===== config.mk =====
export PLATFORM = sky130hd
export DESIGN_NAME = pbc_port_io
export DESIGN_NICKNAME = d
export VERILOG_FILES = /design/src/rtl/pbc_port_io.v
export VERILOG_INCLUDE_DIRS = /design/src /design/src/rtl
export SDC_FILE = /design/constraint.sdc
export NUM_CORES = 1
export LEC_CHECK = 0
export BUFFER_PORTS_ARGS = -buffer_cell sky130_fd_sc_hd__buf_2
export CORE_MARGIN = 4
export CORE_UTILIZATION = 40
export CTS_BUF_LIST = sky130_fd_sc_hd__clkbuf_4 sky130_fd_sc_hd__clkbuf_8
export DETAILED_ROUTE_END_ITERATION = 16
export PLACE_DENSITY = 0.66
export SLEW_MARGIN = 20
export SYNTH_ARGS = -nofsm -noshare
export SYNTH_HDL_FRONTEND = slang
export SYNTH_SLANG_ARGS = --single-unit

===== constraint.sdc =====
create_clock -name CLK -period 4.1 [get_ports CLK]
set_input_delay 0.82 -clock CLK [delete_from_list [all_inputs] [get_ports CLK]]
set_output_delay 0.82 -clock CLK [all_outputs]
set_load 0.005 [all_outputs]

===== src/rtl/pbc_regs.vh =====
`ifndef PBC_REGS_VH
`define PBC_REGS_VH
// ----------------------------------------
// register byte addresses
// ----------------------------------------
`define PBC_ADDR_PORT_B_PINS_PINS 8'h00
`define PBC_ADDR_PORT_B_PINS_LAT 8'h04
`define PBC_ADDR_PORT_B_PINS_DIR 8'h08
`define PBC_ADDR_IRQ_MAIN 8'h0C
`define PBC_ADDR_IRQ_SECOND 8'h10
`define PBC_ADDR_IRQ_THIRD 8'h14
`define PBC_ADDR_PORT_C_PINS_PINS 8'h18
`define PBC_ADDR_PORT_C_PINS_LAT 8'h1C
`define PBC_ADDR_PORT_C_PINS_DIR 8'h20
`define PBC_ADDR_PERIPH_OVR 8'h24
`define PBC_ADDR_REG2REG 8'h28
// ----------------------------------------
// field positions and reset values
// ----------------------------------------
`define PBC_MAIN_FLAG_BIT 0
`define PBC_MAIN_ENABLE_BIT 3
`define PBC_SECOND_PRIO_BIT 0
`define PBC_SECOND_PULLUP_BIT 7
`define PBC_DIR_RESET 8'hFF
`define PBC_MAIN_RESET 8'h00
`define PBC_SECOND_RESET 8'hFF
`define PBC_THIRD_RESET 8'hC0
`define PBC_LAT_RESET 8'h00
`define PBC_CHANGE_MASK 8'hF0
`define PBC_RESP_OKAY 2'b00
`define PBC_RESP_SLVERR 2'b10
`endif


===== src/rtl/pbc_port_io.v =====
// Summary of operation
// (RL1) direction 0 drives latch, 1 floats pin
// (RL2) latch register reads latch, not pins
// (RL3) port read gives pins, write sets latch
// (RL4) one active-low bit enables all pull-ups
// (RL5) output pins lose their pull-up
// (RL6) pull-ups off after power-on reset
// (RL7) bit 3 pull-up off while compare owns it
// (RL8) change detect upper four input pins only
// (RL9) compare against value captured at port read
// (RL10) mismatches ORed to set change flag
// (RL11) flag bit0, enable bit3, priority bit0
// (RL12) pull-up control at bit 7 second register
// (RL13) change interrupt wakes core from sleep
// (RL14) port access refreshes copy, move does not
// (RL15) persisting mismatch keeps setting flag
// (RL16) software should not poll during detection
// (RL17) port b pins feed ext irqs and capture
// (RL18) peripherals may force port c direction
// (RL19) override never written to direction reg
// (RL20) direction resets to ones on every reset
// (RL21) port c pins carry peripheral functions
// (RL22) pin inputs synchronised before use
//
// The address map and the AXI4-Lite register port were decided locally.
`include "pbc_regs.vh"
module pbc_port_io (
	input wire CLK,
	input wire RST_N,
	input wire [7:0] AWADDR,
	input wire AWVALID,
	output reg AWREADY,
	input wire [31:0] WDATA,
	input wire [3:0] WSTRB,
	input wire WVALID,
	output reg WREADY,
	output reg [1:0] BRESP,
	output reg BVALID,
	input wire BREADY,
	input wire [7:0] ARADDR,
	input wire ARVALID,
	output reg ARREADY,
	output reg [31:0] RDATA,
	output reg [1:0] RRESP,
	output reg RVALID,
	input wire RREADY,
	input wire [7:0] PB_IN,
	output reg [7:0] PB_OUT,
	output reg [7:0] PB_OE,
	output reg [7:0] PB_PULLUP,
	input wire [7:0] PC_IN,
	output reg [7:0] PC_OUT,
	output reg [7:0] PC_OE,
	input wire [7:0] PC_PERIPH_OUT,
	input wire [7:0] PC_FORCE_OUT,
	input wire [7:0] PC_FORCE_IN,
	input wire [7:0] PC_PERIPH_EN,
	input wire CAPTURE_COMPARE_TWO_PIN_EN,
	input wire CAPTURE_COMPARE_TWO_OUT,
	input wire CAPTURE_COMPARE_TWO_DRIVE,
	output reg [2:0] EXT_IRQ_IN,
	output reg CAPTURE_COMPARE_TWO_IN,
	output reg [7:0] PC_PERIPH_IN,
	output reg CHANGE_IRQ,
	output reg CHANGE_IRQ_HIGH,
	output reg WAKE
);
// ----------------------------------------
// synchronisers and registers
// ----------------------------------------
reg [7:0] pb_s1_reg, pb_s2_reg, pc_s1_reg, pc_s2_reg;
reg [7:0] pb_lat_reg, pb_dir_reg, pc_lat_reg, pc_dir_reg;
reg [7:0] main_reg, second_reg, third_reg, snap_reg;
reg aw_got_reg, w_got_reg;
reg [7:0] aw_reg;
reg [31:0] w_reg;
reg [3:0] ws_reg;

always @(posedge CLK or negedge RST_N) begin
	if (!RST_N) begin
		pb_s1_reg <= 8'h00;
		pb_s2_reg <= 8'h00;
		pc_s1_reg <= 8'h00;
		pc_s2_reg <= 8'h00;
	end else begin
		pb_s1_reg <= PB_IN; // RL22
		pb_s2_reg <= pb_s1_reg;
		pc_s1_reg <= PC_IN;
		pc_s2_reg <= pc_s1_reg;
	end
end

// ----------------------------------------
// bus handshake decode
// ----------------------------------------
wire wr_go = aw_got_reg && w_got_reg && !BVALID;
wire rd_go = ARVALID && ARREADY;
wire wsel = wr_go && ws_reg[0];
wire wr_pb = wsel && aw_reg == `PBC_ADDR_PORT_B_PINS_PINS;
wire wr_pbl = wsel && aw_reg == `PBC_ADDR_PORT_B_PINS_LAT;
wire wr_pc = wsel && aw_reg == `PBC_ADDR_PORT_C_PINS_PINS;
wire wr_pcl = wsel && aw_reg == `PBC_ADDR_PORT_C_PINS_LAT;
wire rd_pb = rd_go && ARADDR == `PBC_ADDR_PORT_B_PINS_PINS;
// move instruction path: same data, no snapshot refresh
wire rd_mv = rd_go && ARADDR == `PBC_ADDR_REG2REG;
wire wr_mv = wsel && aw_reg == `PBC_ADDR_REG2REG;
wire pb_touch = rd_pb || wr_pb; // RL14
wire [7:0] watch = ~pb_dir_reg & `PBC_CHANGE_MASK;
wire [7:0] mism = (pb_s2_reg ^ snap_reg) & ~watch & `PBC_CHANGE_MASK; // RL8
wire mismatch = |mism; // RL10
wire [7:0] pc_dir_eff = (pc_dir_reg & ~PC_FORCE_OUT) | PC_FORCE_IN; // RL18
wire [7:0] pb_oe_n = ~pb_dir_reg;
wire [7:0] pbwd = w_reg[7:0];

always @(posedge CLK or negedge RST_N) begin
	if (!RST_N) begin
		aw_got_reg <= 1'b0;
		w_got_reg <= 1'b0;
		aw_reg <= 8'h00;
		w_reg <= 32'h0000_0000;
		ws_reg <= 4'h0;
		AWREADY <= 1'b0;
		WREADY <= 1'b0;
		BVALID <= 1'b0;
		BRESP <= `PBC_RESP_OKAY;
		ARREADY <= 1'b0;
		RVALID <= 1'b0;
		RDATA <= 32'h0000_0000;
		RRESP <= `PBC_RESP_OKAY;
	end else begin
		AWREADY <= !aw_got_reg && !AWREADY && !BVALID;
		WREADY <= !w_got_reg && !WREADY && !BVALID;
		if (AWVALID && AWREADY) begin
			aw_got_reg <= 1'b1;
			aw_reg <= AWADDR;
		end
		if (WVALID && WREADY) begin
			w_got_reg <= 1'b1;
			w_reg <= WDATA;
			ws_reg <= WSTRB;
		end
		if (wr_go) begin
			aw_got_reg <= 1'b0;
			w_got_reg <= 1'b0;
			BVALID <= 1'b1;
			BRESP <= (aw_reg > `PBC_ADDR_REG2REG || aw_reg[1:0] != 2'b00)
				? `PBC_RESP_SLVERR : `PBC_RESP_OKAY;
		end else if (BVALID && BREADY) begin
			BVALID <= 1'b0;
		end
		ARREADY <= !ARREADY && !RVALID;
		if (rd_go) begin
			RVALID <= 1'b1;
			RRESP <= `PBC_RESP_OKAY;
			case (ARADDR)
			`PBC_ADDR_PORT_B_PINS_PINS: RDATA <= {24'h00_0000, pb_s2_reg}; // RL3
			`PBC_ADDR_REG2REG: RDATA <= {24'h00_0000, pb_s2_reg};
			`PBC_ADDR_PORT_B_PINS_LAT: RDATA <= {24'h00_0000, pb_lat_reg}; // RL2
			`PBC_ADDR_PORT_B_PINS_DIR: RDATA <= {24'h00_0000, pb_dir_reg};
			`PBC_ADDR_IRQ_MAIN: RDATA <= {24'h00_0000, main_reg};
			`PBC_ADDR_IRQ_SECOND: RDATA <= {24'h00_0000, second_reg};
			`PBC_ADDR_IRQ_THIRD: RDATA <= {24'h00_0000, third_reg};
			`PBC_ADDR_PORT_C_PINS_PINS: RDATA <= {24'h00_0000, pc_s2_reg};
			`PBC_ADDR_PORT_C_PINS_LAT: RDATA <= {24'h00_0000, pc_lat_reg};
			`PBC_ADDR_PORT_C_PINS_DIR: RDATA <= {24'h00_0000, pc_dir_reg}; // RL19
			`PBC_ADDR_PERIPH_OVR: RDATA <= {24'h00_0000, pc_dir_eff};
			default: begin
				RDATA <= 32'h0000_0000;
				RRESP <= `PBC_RESP_SLVERR;
			end
			endcase
		end else if (RVALID && RREADY) begin
			RVALID <= 1'b0;
		end
	end
end

// ----------------------------------------
// port registers
// ----------------------------------------
always @(posedge CLK or negedge RST_N) begin
	if (!RST_N) begin
		pb_lat_reg <= `PBC_LAT_RESET;
		pc_lat_reg <= `PBC_LAT_RESET;
		pb_dir_reg <= `PBC_DIR_RESET; // RL20
		pc_dir_reg <= `PBC_DIR_RESET; // RL20
		main_reg <= `PBC_MAIN_RESET;
		second_reg <= `PBC_SECOND_RESET; // RL6
		third_reg <= `PBC_THIRD_RESET;
		snap_reg <= 8'h00;
	end else begin
		if (wr_pb || wr_pbl || wr_mv)
			pb_lat_reg <= pbwd; // RL3
		if (wr_pc || wr_pcl)
			pc_lat_reg <= pbwd;
		if (wsel && aw_reg == `PBC_ADDR_PORT_B_PINS_DIR)
			pb_dir_reg <= pbwd;
		if (wsel && aw_reg == `PBC_ADDR_PORT_C_PINS_DIR)
			pc_dir_reg <= pbwd;
		if (wsel && aw_reg == `PBC_ADDR_IRQ_SECOND)
			second_reg <= pbwd; // RL12
		if (wsel && aw_reg == `PBC_ADDR_IRQ_THIRD)
			third_reg <= pbwd;
		if (pb_touch)
			snap_reg <= pb_s2_reg; // RL9
		if (wsel && aw_reg == `PBC_ADDR_IRQ_MAIN)
			main_reg <= pbwd;
		// set beats clear while mismatch lasts, except in a cycle with a port access
		if (mismatch && !pb_touch)
			main_reg[`PBC_MAIN_FLAG_BIT] <= 1'b1; // RL15
	end
end

// ----------------------------------------
// pin drive, pull-ups and interrupt outputs
// ----------------------------------------
always @(posedge CLK or negedge RST_N) begin
	if (!RST_N) begin
		PB_OUT <= 8'h00;
		PB_OE <= 8'h00;
		PB_PULLUP <= 8'h00;
		PC_OUT <= 8'h00;
		PC_OE <= 8'h00;
		EXT_IRQ_IN <= 3'b000;
		CAPTURE_COMPARE_TWO_IN <= 1'b0;
		PC_PERIPH_IN <= 8'h00;
		CHANGE_IRQ <= 1'b0;
		CHANGE_IRQ_HIGH <= 1'b0;
		WAKE <= 1'b0;
	end else begin
		PB_OUT <= {pb_lat_reg[7:4],
			CAPTURE_COMPARE_TWO_PIN_EN ? CAPTURE_COMPARE_TWO_OUT : pb_lat_reg[3],
			pb_lat_reg[2:0]}; // RL1
		PB_OE <= {pb_oe_n[7:4],
			CAPTURE_COMPARE_TWO_PIN_EN ? CAPTURE_COMPARE_TWO_DRIVE : pb_oe_n[3],
			pb_oe_n[2:0]}; // RL1
		PB_PULLUP <= {8{~second_reg[`PBC_SECOND_PULLUP_BIT]}} // RL4
			& pb_dir_reg // RL5
			& {4'hF, ~CAPTURE_COMPARE_TWO_PIN_EN, 3'b111}; // RL7
		PC_OUT <= (PC_PERIPH_EN & PC_PERIPH_OUT)
			| (~PC_PERIPH_EN & pc_lat_reg); // RL21
		PC_OE <= ~pc_dir_eff; // RL18
		EXT_IRQ_IN <= pb_s2_reg[2:0]; // RL17
		CAPTURE_COMPARE_TWO_IN <= pb_s2_reg[3]; // RL17
		PC_PERIPH_IN <= pc_s2_reg; // RL21
		CHANGE_IRQ <= main_reg[`PBC_MAIN_FLAG_BIT]
			& main_reg[`PBC_MAIN_ENABLE_BIT]; // RL11
		CHANGE_IRQ_HIGH <= second_reg[`PBC_SECOND_PRIO_BIT]; // RL11
		WAKE <= main_reg[`PBC_MAIN_FLAG_BIT]
			& main_reg[`PBC_MAIN_ENABLE_BIT]; // RL13
	end
end

endmodule


Word level (Yosys, flattened, before mapping). Cells that the tools add are included.

Register bits: 210. Word-level logic and storage cells: 137. Output and inout bits: 96.

$lt $le $gt $ge: 1. Bitwise operators: 17. Muxes and demuxes: 15. Reductions and logical operators: 49. Equality and inequality tests: 19.

Operators by type and width (number): one-hot mux 8 bit (10 select lines) (1); == test 8 x 5 -> 1 bit, second input constant (8); bitwise AND 8 bit (6); == test 8 x 6 -> 1 bit, second input constant (5); NOT 8 bit (5); == test 8 x 4 -> 1 bit, second input constant (4); logical AND 1 bit (25); == test 8 x 3 -> 1 bit, second input constant (2); logical NOT 8 bit (2); OR 8 bit (2); two-way mux 1 bit (12); nonzero test 2 bit (6); OR reduction 11 bit (1); greater-than comparator 8 x 6 -> 1 bit, second input constant (1); logical NOT 1 bit (8); bitwise XOR 8 bit (1); logical OR 1 bit (5); two-way mux 2 bit (2); OR reduction 4 bit (1); NOT 1 bit (2); OR reduction 2 bit (1); bitwise AND 1 bit (1).

Logic depth before layout (Yosys ltp). Gate-level depths: netlist of the first run.

Depth after elaboration: 8. Mapped depth: 7.

Worst setup path after synthesis of the first run. No wires, ideal clock.

Path kind: in2reg. Start: input port ARADDR[2]. End: register snap_reg[4]. Arrival time: 2125 ps. Setup time: 125 ps. Path buffers: 2. Cell stages on the path: 5. Setup slack: 1850 ps. Cell sequence: buf_2 > buf_1 > nor2_1 > a32oi_1 > mux2_2.

Cells in the longest elaborated chain, start to end: 3.

Ends and longest elaborated chain: start, declared (RTL line pbc_port_io.v:40) `input wire [7:0] ARADDR,`; logical NOT 8 bit; logical AND 1 bit (no source line); logical OR 1 bit (RTL line pbc_port_io.v:107) `wire pb_touch = rd_pb || wr_pb;`; end signal, assigned (RTL line pbc_port_io.v:205) `snap_reg <= pb_s2_reg;`; end, declared (RTL line pbc_port_io.v:73) `reg [7:0] main_reg, second_reg, third_reg, snap_reg;`.

Every way passes these cells. A chain may end at the register's enable or synchronous reset.

Worst setup path in the final report of the first run.
Start: input port ARADDR[2]. End: register RDATA[2].

Cells in the longest elaborated chain, start to end: 3. Elaborated cells between the ends (all ways): 13.

Ends and longest elaborated chain: == test 8 x 6 -> 1 bit or logical NOT 8 bit (tied branches) (RTL line pbc_port_io.v:155) `case (ARADDR)`; OR reduction 2 bit (no source line); one-hot mux 8 bit (10 select lines) * (RTL line pbc_port_io.v:155); end signal, assigned (RTL line pbc_port_io.v:156) `` `PBC_ADDR_PORT_B_PINS_PINS: RDATA <= {24'h00_0000, pb_s2_reg}; ``; end signal, assigned (RTL line pbc_port_io.v:157) `` `PBC_ADDR_REG2REG: RDATA <= {24'h00_0000, pb_s2_reg}; ``; end signal, assigned (RTL line pbc_port_io.v:158) `` `PBC_ADDR_PORT_B_PINS_LAT: RDATA <= {24'h00_0000, pb_lat_reg}; ``; end, declared (RTL line pbc_port_io.v:43) `output reg [31:0] RDATA,`.

Every way passes the cells marked *; elsewhere a longest branch is shown, timed or not.

==> summary.md, run 1 <==
| Metric | Value |
|---|---|
| Detail Route Antenna Nets | `0` |
| Avg WL per Cell | `18.0 µm` |
| H-Tree Depth | `4` |
| Multi-input gate area | `2350 µm²` |
| DP HPWL | `12.4 mm` |
| Final setup TNS | `0 ns` |
| Status | `complete, no violations` |
| Overflow after GRT | `0` |
| Nets | `787` |
| Pwr Total | `4.08 mW` |
| Reg-to-reg setup timing slack | `1.95 ns` |
| Worst min path class | `flip-flop to flip-flop` |
| # fillers | `1580` |
| Die H | `141 µm` |
| Worst VDD drop | `0.230 mV` |
| Ports | `206` |
| DRC errors left | `0` |
| Post-synthesis cell count | `517` |
| Post-layout min period | `2.44 ns` |
| Top cells by count, synth | `154 x dfrtp_1, 90 x mux2_2, 27 x buf_4, 27 x nor2_1, 26 x dfstp_2` |
| Required @ worst endpoint | `4.47 ns` |
| Finished Layout Cells | `917` |
| Gr usage total | `0.172` |
| Synthesized area | `7110 µm²` |
| Crit path max fanout | `28` |
| Initial core utilization | `0.409` |
| Pin count of the biggest net entering global routing | `94` |
| First-pass GRT wire length | `26.1 mm` |
| Area contributors post-synth | `dfrtp_1 54%, mux2_2 14%, dfstp_2 9.6%, buf_4 2.9%, a22oi_1 1.5%` |
| Share of layout cells above drive strength 1 | `0.459` |
| Syn avg cell area | `13.7 µm²` |
| Final Hold Vio Count | `0` |
| Pins Over Slew Limit | `0` |
| Vias | `4556` |
| Post-CTS sizing | `0` |
| Max Cap Viol | `0` |
| Placed cells | `883` |
| Hold WS | `0.351 ns` |
| Die Area | `20000 µm²` |
| Number of global-route vias before repair | `4827` |
| Slowest CP cell | `nor4b_2` |
| Leakage | `4.01 nW` |
| Sequential fraction of the synthesis area | `0.638` |
| Clk buf depth | `2` |
| Worst-path clk slew | `0.09 ns` |
| Worst-Skew Late Latency | `0.46 ns` |
| Setup violators final | `0` |
| CTS buffer count | `17` |
| RSZ-0062 raised after global routing | `no` |
| Kind of start point of the critical path | `primary input` |
| Placeable Area | `17400 µm²` |
| Asr flop ratio synth | `1.00` |
| Detailed Routing Iterations Pass 1 | `5` |
| Post-synth top area share | `0.542` |
| Worst-path cell chain | `buf_2 -> nor4b_2 -> nand2_1 -> a211oi_1 -> a221oi_1 -> a21oi_1` |
| Ys flop type | `dfrtp_1` |
| Initial antenna violation count | `3` |
| CTS tree | `built` |
| Slew @ Worst Pin | `0.872 ns` |
| CTS Root Cell | `clkbuf_8` |
| Max Freq | `409 MHz` |
| Post-CTS Setup Repair Bufs | `0` |
| Die Width | `141 µm` |
| Most frequent cell after synthesis | `dfrtp_1` |
| Post-CTS Hold Fix Bufs | `0` |
| I/O Buffers | `152` |
| Starting DRT DRC Count | `239` |
| Critical path capture point type | `flip-flop` |
| Crit path kind | `primary input to flip-flop` |
| Detailed Route WL | `16.5 mm` |
| Largest area contributor in the netlist | `dfrtp_1` |
| Yosys cell types | `50` |
| Clock sink count | `180` |
| Slew HR | `0.410` |
| Post-route clock period utilization | `0.596` |
| Number of cell rows | `48` |
| CP peak stage delay | `0.64 ns` |
| Ys Warns | `0` |
| Register bit total from synthesis | `180` |
| Post-synth EDFFs | `0` |
| Clock skew | `0.00995 ns` |
| Routability congestion estimate | `0.874` |
| Vias per cell | `4.97` |
| Register area | `4540 µm²` |
| Power per Cell Area | `482 nW/µm²` |
| Crit path DAT | `2.82 ns` |
| Post-Route Utilization | `0.488` |
| Synthesis-to-layout area growth | `19.1%` |
[cells in the final DEF (no fill, tap or decap), types with 4 or more instances in the layout]
cell | Yosys | layout
nand2_1 | 24 | 24
o21ai_0 | 15 | 15
nand3b_1 | 6 | 6
a211oi_1 | 4 | 4
nor3_1 | 4 | 4
inv_1 | 16 | 16
xnor2_1 | 4 | 4
mux2i_1 | 7 | 7
o211ai_1 | 4 | 4
a21oi_1 | 18 | 18
dfstp_2 | 26 | 26
nor2b_1 | 5 | 5
a31oi_1 | 5 | 5
mux2_2 | 90 | 90
buf_2 | 3 | 151
dfrtp_1 | 154 | 154
nor4_1 | 4 | 4
conb_1 | 1 | 26
a22o_1 | 5 | 5
a22oi_1 | 14 | 14
a221oi_1 | 7 | 7
nor2_1 | 27 | 27
clkinv_4 | 0 | 4
buf_4 | 27 | 4
clkbuf_8 | 0 | 21
[power breakdown]
part	internal, mW	switching (mW)
registers	2.02	0.248
logic	0.276	0.264
clock network	0.662	0.611
total	2.96	1.12
[final cells by class]
cell class	count	share of cell area
Sequential cell	180	0.536
Multi-Input combinational cell	306	0.277
Timing Repair Buffer	156	0.0944
Clock buffer	21	0.0334
Tap cell	225	0.0333
Clock inverter	11	0.0179
Inverter	16	0.00709
Antenna cell	2	0.000591
[per-stage QoR]
| step | worst slack [ns] | instance area (µm²) |
|---|---|---|
| after detailed placement | 1.22 | 8030 |
| after global placement | 1.29 | 8030 |
| after CTS | 1.73 | 8460 |
| after floorplan | 1.85 | 7200 |
| after global routing | 1.58 | 8460 |
| final | 1.66 | 8470 |
[critical path: cells and delay by family]
kind	cells	cell delay (ns)
buffers and inverters	1	0.46
AND/OR/NAND/NOR	2	0.96
AO/OA/AOI/OAI	3	0.56
[path summary, 6_finish.rpt]
path / cells past startpoint / from / endpoint
setup / recovery: 6 / ARADDR[2] / RDATA[2]$_DFFE_PN0P_
hold / removal: 0 / pb_s1_reg[1]$_DFF_PN0_ / pb_s2_reg[1]$_DFF_PN0_
setup reg to reg: 4 / aw_reg[1]$_DFFE_PN0P_ / main_reg[1]$_DFFE_PN0P_
hold reg to reg: 0 / pb_s1_reg[1]$_DFF_PN0_ / pb_s2_reg[1]$_DFF_PN0_
max in group asynchronous: 2 / RST_N / pb_dir_reg[7]$_DFFE_PN1P_
min in group asynchronous: 1 / RST_N / pc_s1_reg[0]$_DFF_PN0_
[cell families after synthesis]
kind of cell	share of synthesized area
buffers and inverters	0.0444
XOR/XNOR	0.00616
AO/OA/AOI/OAI	0.0776
flip-flops	0.638
multiplexers	0.154
other	0.000528
AND/OR/NAND/NOR	0.0789
[per-layer routing]
| metal | vias to the layer above | GRT usage | wire [µm] |
|---|---|---|---|
| met3 | 24 | 0.0539 | 1250 |
| met1 | 2239 | 0.218 | 6850 |
| li1 | 2122 | - | - |
| met2 | 167 | 0.282 | 8140 |
| met5 | - | 0 | 25 |
| met4 | 4 | 0.0546 | 248 |
No activity file was read; power rests on OpenSTA's default activity.
==> run 2: changes to the inputs <==
--- a/config.mk
+++ b/config.mk
@@ -11,7 +11,7 @@
 export CORE_UTILIZATION = 40
 export CTS_BUF_LIST = sky130_fd_sc_hd__clkbuf_4 sky130_fd_sc_hd__clkbuf_8
 export DETAILED_ROUTE_END_ITERATION = 16
-export PLACE_DENSITY = 0.66
+export PLACE_DENSITY = 0.69
 export SLEW_MARGIN = 20
 export SYNTH_ARGS = -nofsm -noshare
 export SYNTH_HDL_FRONTEND = slang
==> constraint.sdc (replaced) <==
create_clock -name CLK -period 2 [get_ports CLK]
set_input_delay 0.4 -clock CLK [delete_from_list [all_inputs] [get_ports CLK]]
set_output_delay 0.4 -clock CLK [all_outputs]
set_load 0.005 [all_outputs]
==> run 2 against run 1 <==
The run now ends with negative setup slack left. Non-clock buffer count rose by 44. Clock power up 100%. Hold slack got worse by 0.32 ns. First-iteration DRC count is 10% higher. Via count is 4.1% higher. Sequential cell count unchanged. Combinational power is 140% higher. Count of clock-buffer cells in the layout down 4. Setup slack got worse by 1.7 ns. Global-route usage is 0.51 points higher.
==> summary.md, run 2 (same netlist as run 1, synthesis figures left out) <==
| Metric | Value |
|---|---|
| Post-Route Utilization | `0.516 (+0.0283)` |
| CTS Root Cell | `clkbuf_8` |
| CTS tree | `built` |
| Slew @ Worst Pin | `0.769 ns (-0.103 ns)` |
| Finished Layout Cells | `959 (+4.6%)` |
| Crit path DAT | `2.40 ns (-0.42 ns)` |
| Overflow after GRT | `0 (unchanged)` |
| Slew HR | `0.485 (+0.0751)` |
| Worst-path clk slew | `0.10 ns (about the same)` |
| Die Width | `141 µm (unchanged)` |
| Critical path capture point type | `flip-flop` |
| Hold Startpoint | `PC_IN[2]` |
| Crit path max-delay family | `simple AND/OR/NAND/NOR gates` |
| Failing checks | `negative setup slack` |
| Worst min path class | `primary input to flip-flop` |
| Placed inst area | `8300 µm² (+3.4%)` |
| Worst-Skew Late Latency | `0.48 ns (+0.02 ns)` |
| Leakage | `4.29 nW (+6.9%)` |
| Commonest non-fill, non-tap cell in the layout | `dfrtp_1` |
| Pin count of the biggest net entering global routing | `47 (-50%)` |
| CP peak stage delay | `0.59 ns (-0.05 ns)` |
| Nets | `831 (+5.6%)` |
| Pwr Total | `8.56 mW (+110%)` |
| Avg WL per Cell | `18.0 µm (+0.13%)` |
| Initial antenna violation count | `3 (unchanged)` |
| H-Tree Depth | `4 (unchanged)` |
| Status | `finished, violations left` |
| Max Cap Viol | `0 (unchanged)` |
| Max Freq | `493 MHz` |
| Slowest CP cell | `or4_4` |
| Hold WS | `0.0298 ns (-0.321 ns)` |
| Bufs and invs on worst path | `1 (unchanged)` |
| Number of cell rows | `48 (unchanged)` |
| Number of global-route vias before repair | `4968 (+2.9%)` |
| Crit path kind | `flip-flop to flip-flop` |
| Final setup TNS | `-0.0641 ns (-0.0641 ns)` |
| Diode count | `0 (-2)` |
| Kind of start point of the critical path | `flip-flop` |
| Worst Setup Slack post-DPL | `-0.111 ns (-1.34 ns)` |
| Finished Cell Area | `8960 µm² (+5.8%)` |
| Worst Setup SP | `aw_reg[1]$_DFFE_PN0P_` |
| Vias per cell | `4.95 (-0.43%)` |
| Synthesis-to-layout area growth | `26.0%` |
| Clk buf depth | `2 (unchanged)` |
| Routability congestion estimate | `0.917 (+4.8%)` |
| Clock sink count | `180 (unchanged)` |
| CTS buffer count | `17 (unchanged)` |
| DP HPWL | `13.0 mm (+5.0%)` |
| Required @ worst endpoint | `2.37 ns (-2.10 ns)` |
| Initial core utilization | `0.409 (unchanged)` |
| Detailed Route WL | `17.3 mm (+4.7%)` |
| DRC errors left | `0 (unchanged)` |
| Reg-to-Reg Start | `aw_reg[1]$_DFFE_PN0P_` |
| RSZ-0062 raised after global routing | `yes` |
| Share of layout cells above drive strength 1 | `0.484 (+0.0242)` |
| Highest-count cells in the layout ignoring fill and taps | `154 x dfrtp_1, 151 x buf_2, 87 x mux2_2, 31 x buf_4, 27 x nor2_1` |
| Detailed Routing Iterations Pass 1 | `5 (unchanged)` |
| Placed cells | `913 (+3.4%)` |
| Power per Cell Area | `956 nW/µm² (+98%)` |
| Die Area | `20000 µm² (unchanged)` |
| First-pass GRT wire length | `27.0 mm (+3.5%)` |
| Gr usage total | `0.177 (+0.00512)` |
| Placeable Area | `17400 µm² (unchanged)` |
| Vias | `4744 (+4.1%)` |
| Worst-path cell chain | `or4_4 -> nor4_4 -> buf_4 -> nand3b_4 -> mux2_4` |
| Crit path max fanout | `8 (-71%)` |
| Starting DRT DRC Count | `263 (+10%)` |
| Final Hold Vio Count | `0 (unchanged)` |
| Clock skew | `0.0169 ns (+0.00693 ns)` |
| Ports | `206 (unchanged)` |
| Post-route clock period utilization | `1.01` |
| Final setup margin | `-0.0279 ns (-1.69 ns)` |
| Setup violators final | `6 (+6)` |
| Detail Route Antenna Nets | `0 (unchanged)` |
| Pins Over Slew Limit | `0 (unchanged)` |
| Post-layout min period | `2.03 ns` |
| Worst VDD drop | `0.609 mV (+160%)` |
| Die H | `141 µm (unchanged)` |
| I/O Buffers | `152 (unchanged)` |
[run 2: routing by layer]
layer | up-vias | global-route usage | routed length (µm)
met4 | 6 | 0.0546 | 295
li1 | 2199 | - | -
met2 | 167 | 0.285 | 8380
met1 | 2348 | 0.232 | 7330
met3 | 24 | 0.0526 | 1250
met5 | - | 0 | 40
[run 2: area by class of cell]
class | count | area [µm²]
Timing Repair Buffer | 200 | 1220
Clock inverter | 15 | 190
Tap cell | 225 | 282
Sequential cell | 180 | 4540
Fill cell | 1527 | 8400
Clock buffer | 17 | 234
Inverter | 16 | 60.1
Multi-Input combinational cell | 306 | 2440
[run 2: path summary, 6_finish.rpt]
path                            cells after the start                       end  slack, ns
worst max-delay path                                5  third_reg[2]$_DFFE_PN0P_      -0.03
worst min-delay path                                1    pc_s1_reg[2]$_DFF_PN0_       0.03
worst max register to register                      5  third_reg[2]$_DFFE_PN0P_      -0.03
worst min register to register                      0    pc_s2_reg[4]$_DFF_PN0_       0.35
max in group asynchronous                           3  third_reg[6]$_DFFE_PN1P_       0.90
min in group asynchronous                           2    pb_s1_reg[5]$_DFF_PN0_       0.42
[run 2: timing repair]
item                                   in CTS  in global routing
gates resized for setup                     3                 15
pin swaps                                   2                  5
hold buffers                                6                  4
setup buffers                               1                  4
endpoints found under the hold margin      41                  4
setup endpoints to repair                  25                 52
cloned                                      0                  0
[run 2: power breakdown]
group          switching (mW)  internal, mW
Clock                    1.42          1.17
Sequential              0.508          4.14
Combinational           0.644         0.681
[run 2: worst reg2reg max path: stages (launching register included)]
cell	delay (ns)
dfrtp_1	0.39
or4_4	0.59
nor4_4	0.22
buf_4	0.19
nand3b_4	0.18
mux2_4	0.35
==> run 3: changes to the inputs <==
--- a/config.mk
+++ b/config.mk
@@ -8,10 +8,10 @@
 export LEC_CHECK = 0
 export BUFFER_PORTS_ARGS = -buffer_cell sky130_fd_sc_hd__buf_2
 export CORE_MARGIN = 4
-export CORE_UTILIZATION = 40
+export CORE_UTILIZATION = 55
 export CTS_BUF_LIST = sky130_fd_sc_hd__clkbuf_4 sky130_fd_sc_hd__clkbuf_8
 export DETAILED_ROUTE_END_ITERATION = 16
-export PLACE_DENSITY = 0.69
+export PLACE_DENSITY = 0.86
 export SLEW_MARGIN = 20
 export SYNTH_ARGS = -nofsm -noshare
 export SYNTH_HDL_FRONTEND = slang
==> constraint.sdc (replaced) <==
create_clock -name CLK -period 2.6 [get_ports CLK]
set_input_delay 0.52 -clock CLK [delete_from_list [all_inputs] [get_ports CLK]]
set_output_delay 0.52 -clock CLK [all_outputs]
set_load 0.005 [all_outputs]
==> run 3 against run 2 <==
Register-to-register slack improved by 0.48 ns. Routed wire length fell by 7.5%. Die area fell by 26%. Clock power fell by 23%. Sequential power fell by 23%. Clock skew fell by 0.0034 ns. The flow now finishes without violations. Critical endpoint is now main_reg[3]$_DFFE_PN0P_.
==> summary.md, run 3 (same netlist as run 1, synthesis figures left out) <==
| Metric | Value |
|---|---|
| Post-layout min period | `2.15 ns (+0.119 ns)` |
| Worst-path clk slew | `0.09 ns (about the same)` |
| Slew @ Worst Pin | `0.622 ns (-0.147 ns)` |
| Leakage | `4.06 nW (-5.4%)` |
| Nets | `797 (-4.1%)` |
| Routability congestion estimate | `0.907 (-1.1%)` |
| I/O Buffers | `152 (unchanged)` |
| Overflow after GRT | `0 (unchanged)` |
| Hold WS | `0.157 ns (+0.128 ns)` |
| Avg WL per Cell | `18.3 µm (+1.7%)` |
| Die Area | `14800 µm² (-26%)` |
| Commonest non-fill, non-tap cell in the layout | `dfrtp_1` |
| Critical path capture point type | `flip-flop` |
| CTS Root Cell | `clkbuf_8` |
| Max Cap Viol | `0 (unchanged)` |
| Placed inst area | `8050 µm² (-3.0%)` |
| H-Tree Depth | `4 (unchanged)` |
| Setup violators final | `0 (-6)` |
| Die H | `122 µm (-14%)` |
| Clk buf depth | `2 (unchanged)` |
| Worst-Skew Late Latency | `0.47 ns (about the same)` |
| Crit path DAT | `2.50 ns (+0.10 ns)` |
| Reg-to-reg setup timing slack | `0.45 ns (+0.48 ns)` |
| Detail Route Antenna Nets | `0 (unchanged)` |
| Required @ worst endpoint | `2.95 ns (+0.58 ns)` |
| Power per Cell Area | `759 nW/µm² (-21%)` |
| DP HPWL | `12.0 mm (-7.7%)` |
| Ports | `206 (unchanged)` |
| Pins Over Slew Limit | `0 (unchanged)` |
| Final Hold Vio Count | `0 (unchanged)` |
| CTS tree | `built` |
| Diode count | `0 (unchanged)` |
| Highest-count cells in the layout ignoring fill and taps | `154 x dfrtp_1, 151 x buf_2, 90 x mux2_2, 27 x nor2_1` |
| Worst min path class | `primary input to flip-flop` |
| Worst hold stages | `1 (unchanged)` |
| Pin count of the biggest net entering global routing | `54 (+15%)` |
| Worst VDD drop | `0.579 mV (-5.0%)` |
| Final setup TNS | `0 ns (+0.0641 ns)` |
| Placeable Area | `12600 µm² (-27%)` |
| Clock sink count | `180 (unchanged)` |
| Finished Cell Area | `8490 µm² (-5.2%)` |
| DRC errors left | `0 (unchanged)` |
| Slew HR | `0.585 (+0.100)` |
| Status | `complete, no violations` |
| RSZ-0062 raised after global routing | `no` |
| Synthesis-to-layout area growth | `19.4%` |
| R2r worst-path depth | `4 (-1)` |
| Number of global-route vias before repair | `4738 (-4.6%)` |
| Clock skew | `0.0135 ns (-0.00338 ns)` |
| Gr usage total | `0.228 (+0.0516)` |
| CTS buffer count | `17 (unchanged)` |
| Post-route clock period utilization | `0.826 (-0.188)` |
| Vias | `4635 (-2.3%)` |
| Post-CTS sizing | `0 (-3)` |
| Initial antenna violation count | `0 (-3)` |
| Detailed Routing Iterations Pass 1 | `5 (unchanged)` |
| First-pass GRT wire length | `25.2 mm (-6.8%)` |
| Die Width | `122 µm (-14%)` |
| Kind of start point of the critical path | `flip-flop` |
| Detailed Route WL | `16.0 mm (-7.5%)` |
| Number of cell rows | `41 (-15%)` |
| Crit path kind | `flip-flop to flip-flop` |
| Vias per cell | `5.32 (+7.5%)` |
| Max Freq | `466 MHz (-5.5%)` |
| Crit path max fanout | `8 (unchanged)` |
| Share of layout cells above drive strength 1 | `0.466 (-0.0179)` |
| Starting DRT DRC Count | `283 (+7.6%)` |
| Pwr Total | `6.45 mW (-25%)` |
| Initial core utilization | `0.563 (+0.154)` |
[run 3: cell types whose count changed in the layout (fill, tap and decap cells not counted), sizes merged]
cell / previous run / this run
dlygate4sd3: 10 / 1
buf: 189 / 165
bufinv: 2 / 3
clkinv: 3 / 2
inv: 23 / 21
clkbuf: 18 / 19
[run 3: metrics by stage]
step,cells,util,setup WS (ns)
after floorplan,542,-,0.650
after global placement,839,0.638,0.388
after detailed placement,839,0.638,0.328
after CTS,872,0.673,0.435
after global routing,872,0.673,0.365
final,872,0.673,0.453
[run 3: path summary, 6_finish.rpt]
kind                                   startpoint                        end
setup / recovery            aw_reg[1]$_DFFE_PN0P_    main_reg[3]$_DFFE_PN0P_
hold / removal                           PC_IN[4]     pc_s1_reg[4]$_DFF_PN0_
setup reg to reg            aw_reg[1]$_DFFE_PN0P_    main_reg[3]$_DFFE_PN0P_
hold reg to reg            pc_s1_reg[1]$_DFF_PN0_     pc_s2_reg[1]$_DFF_PN0_
max in group asynchronous                   RST_N  pb_dir_reg[5]$_DFFE_PN1P_
min in group asynchronous                   RST_N         PB_OE[2]$_DFF_PN0_
[run 3: final cells by class]
class / count / area, µm²
clock buffer: 19 / 255
clock inverter: 13 / 173
fill: 938 / 4130
inverter: 16 / 60.1
multi-input combinational: 306 / 2350
sequential: 180 / 4540
tap: 172 / 215
timing repair buffer: 166 / 900
[run 3: critical path: stages (launching register included)]
cell and delay [ns]:
dfrtp_1 0.38, or4_4 0.59, nor4_4 0.36, nand3_2 0.33
mux2_2 0.38
[run 3: timing repair]
action                                 CTS  global route
endpoints found under the hold margin   43             0
hold buffers                             1             0
setup buffers                            0             0
[run 3: metal layers]
layer,routed length (µm),track usage,share of wire,vias to the layer above
met2,7830,0.358,0.49,177
met3,1290,0.0692,0.081,20
met4,202,0.0686,0.013,0
met5,0,0,0,-
met1,6670,0.311,0.42,2308
li1,-,-,-,2130
[run 3: report_power, final]
group | switching, mW | internal (mW)
clock network | 0.996 | 1.00
logic | 0.420 | 0.451
registers | 0.390 | 3.18
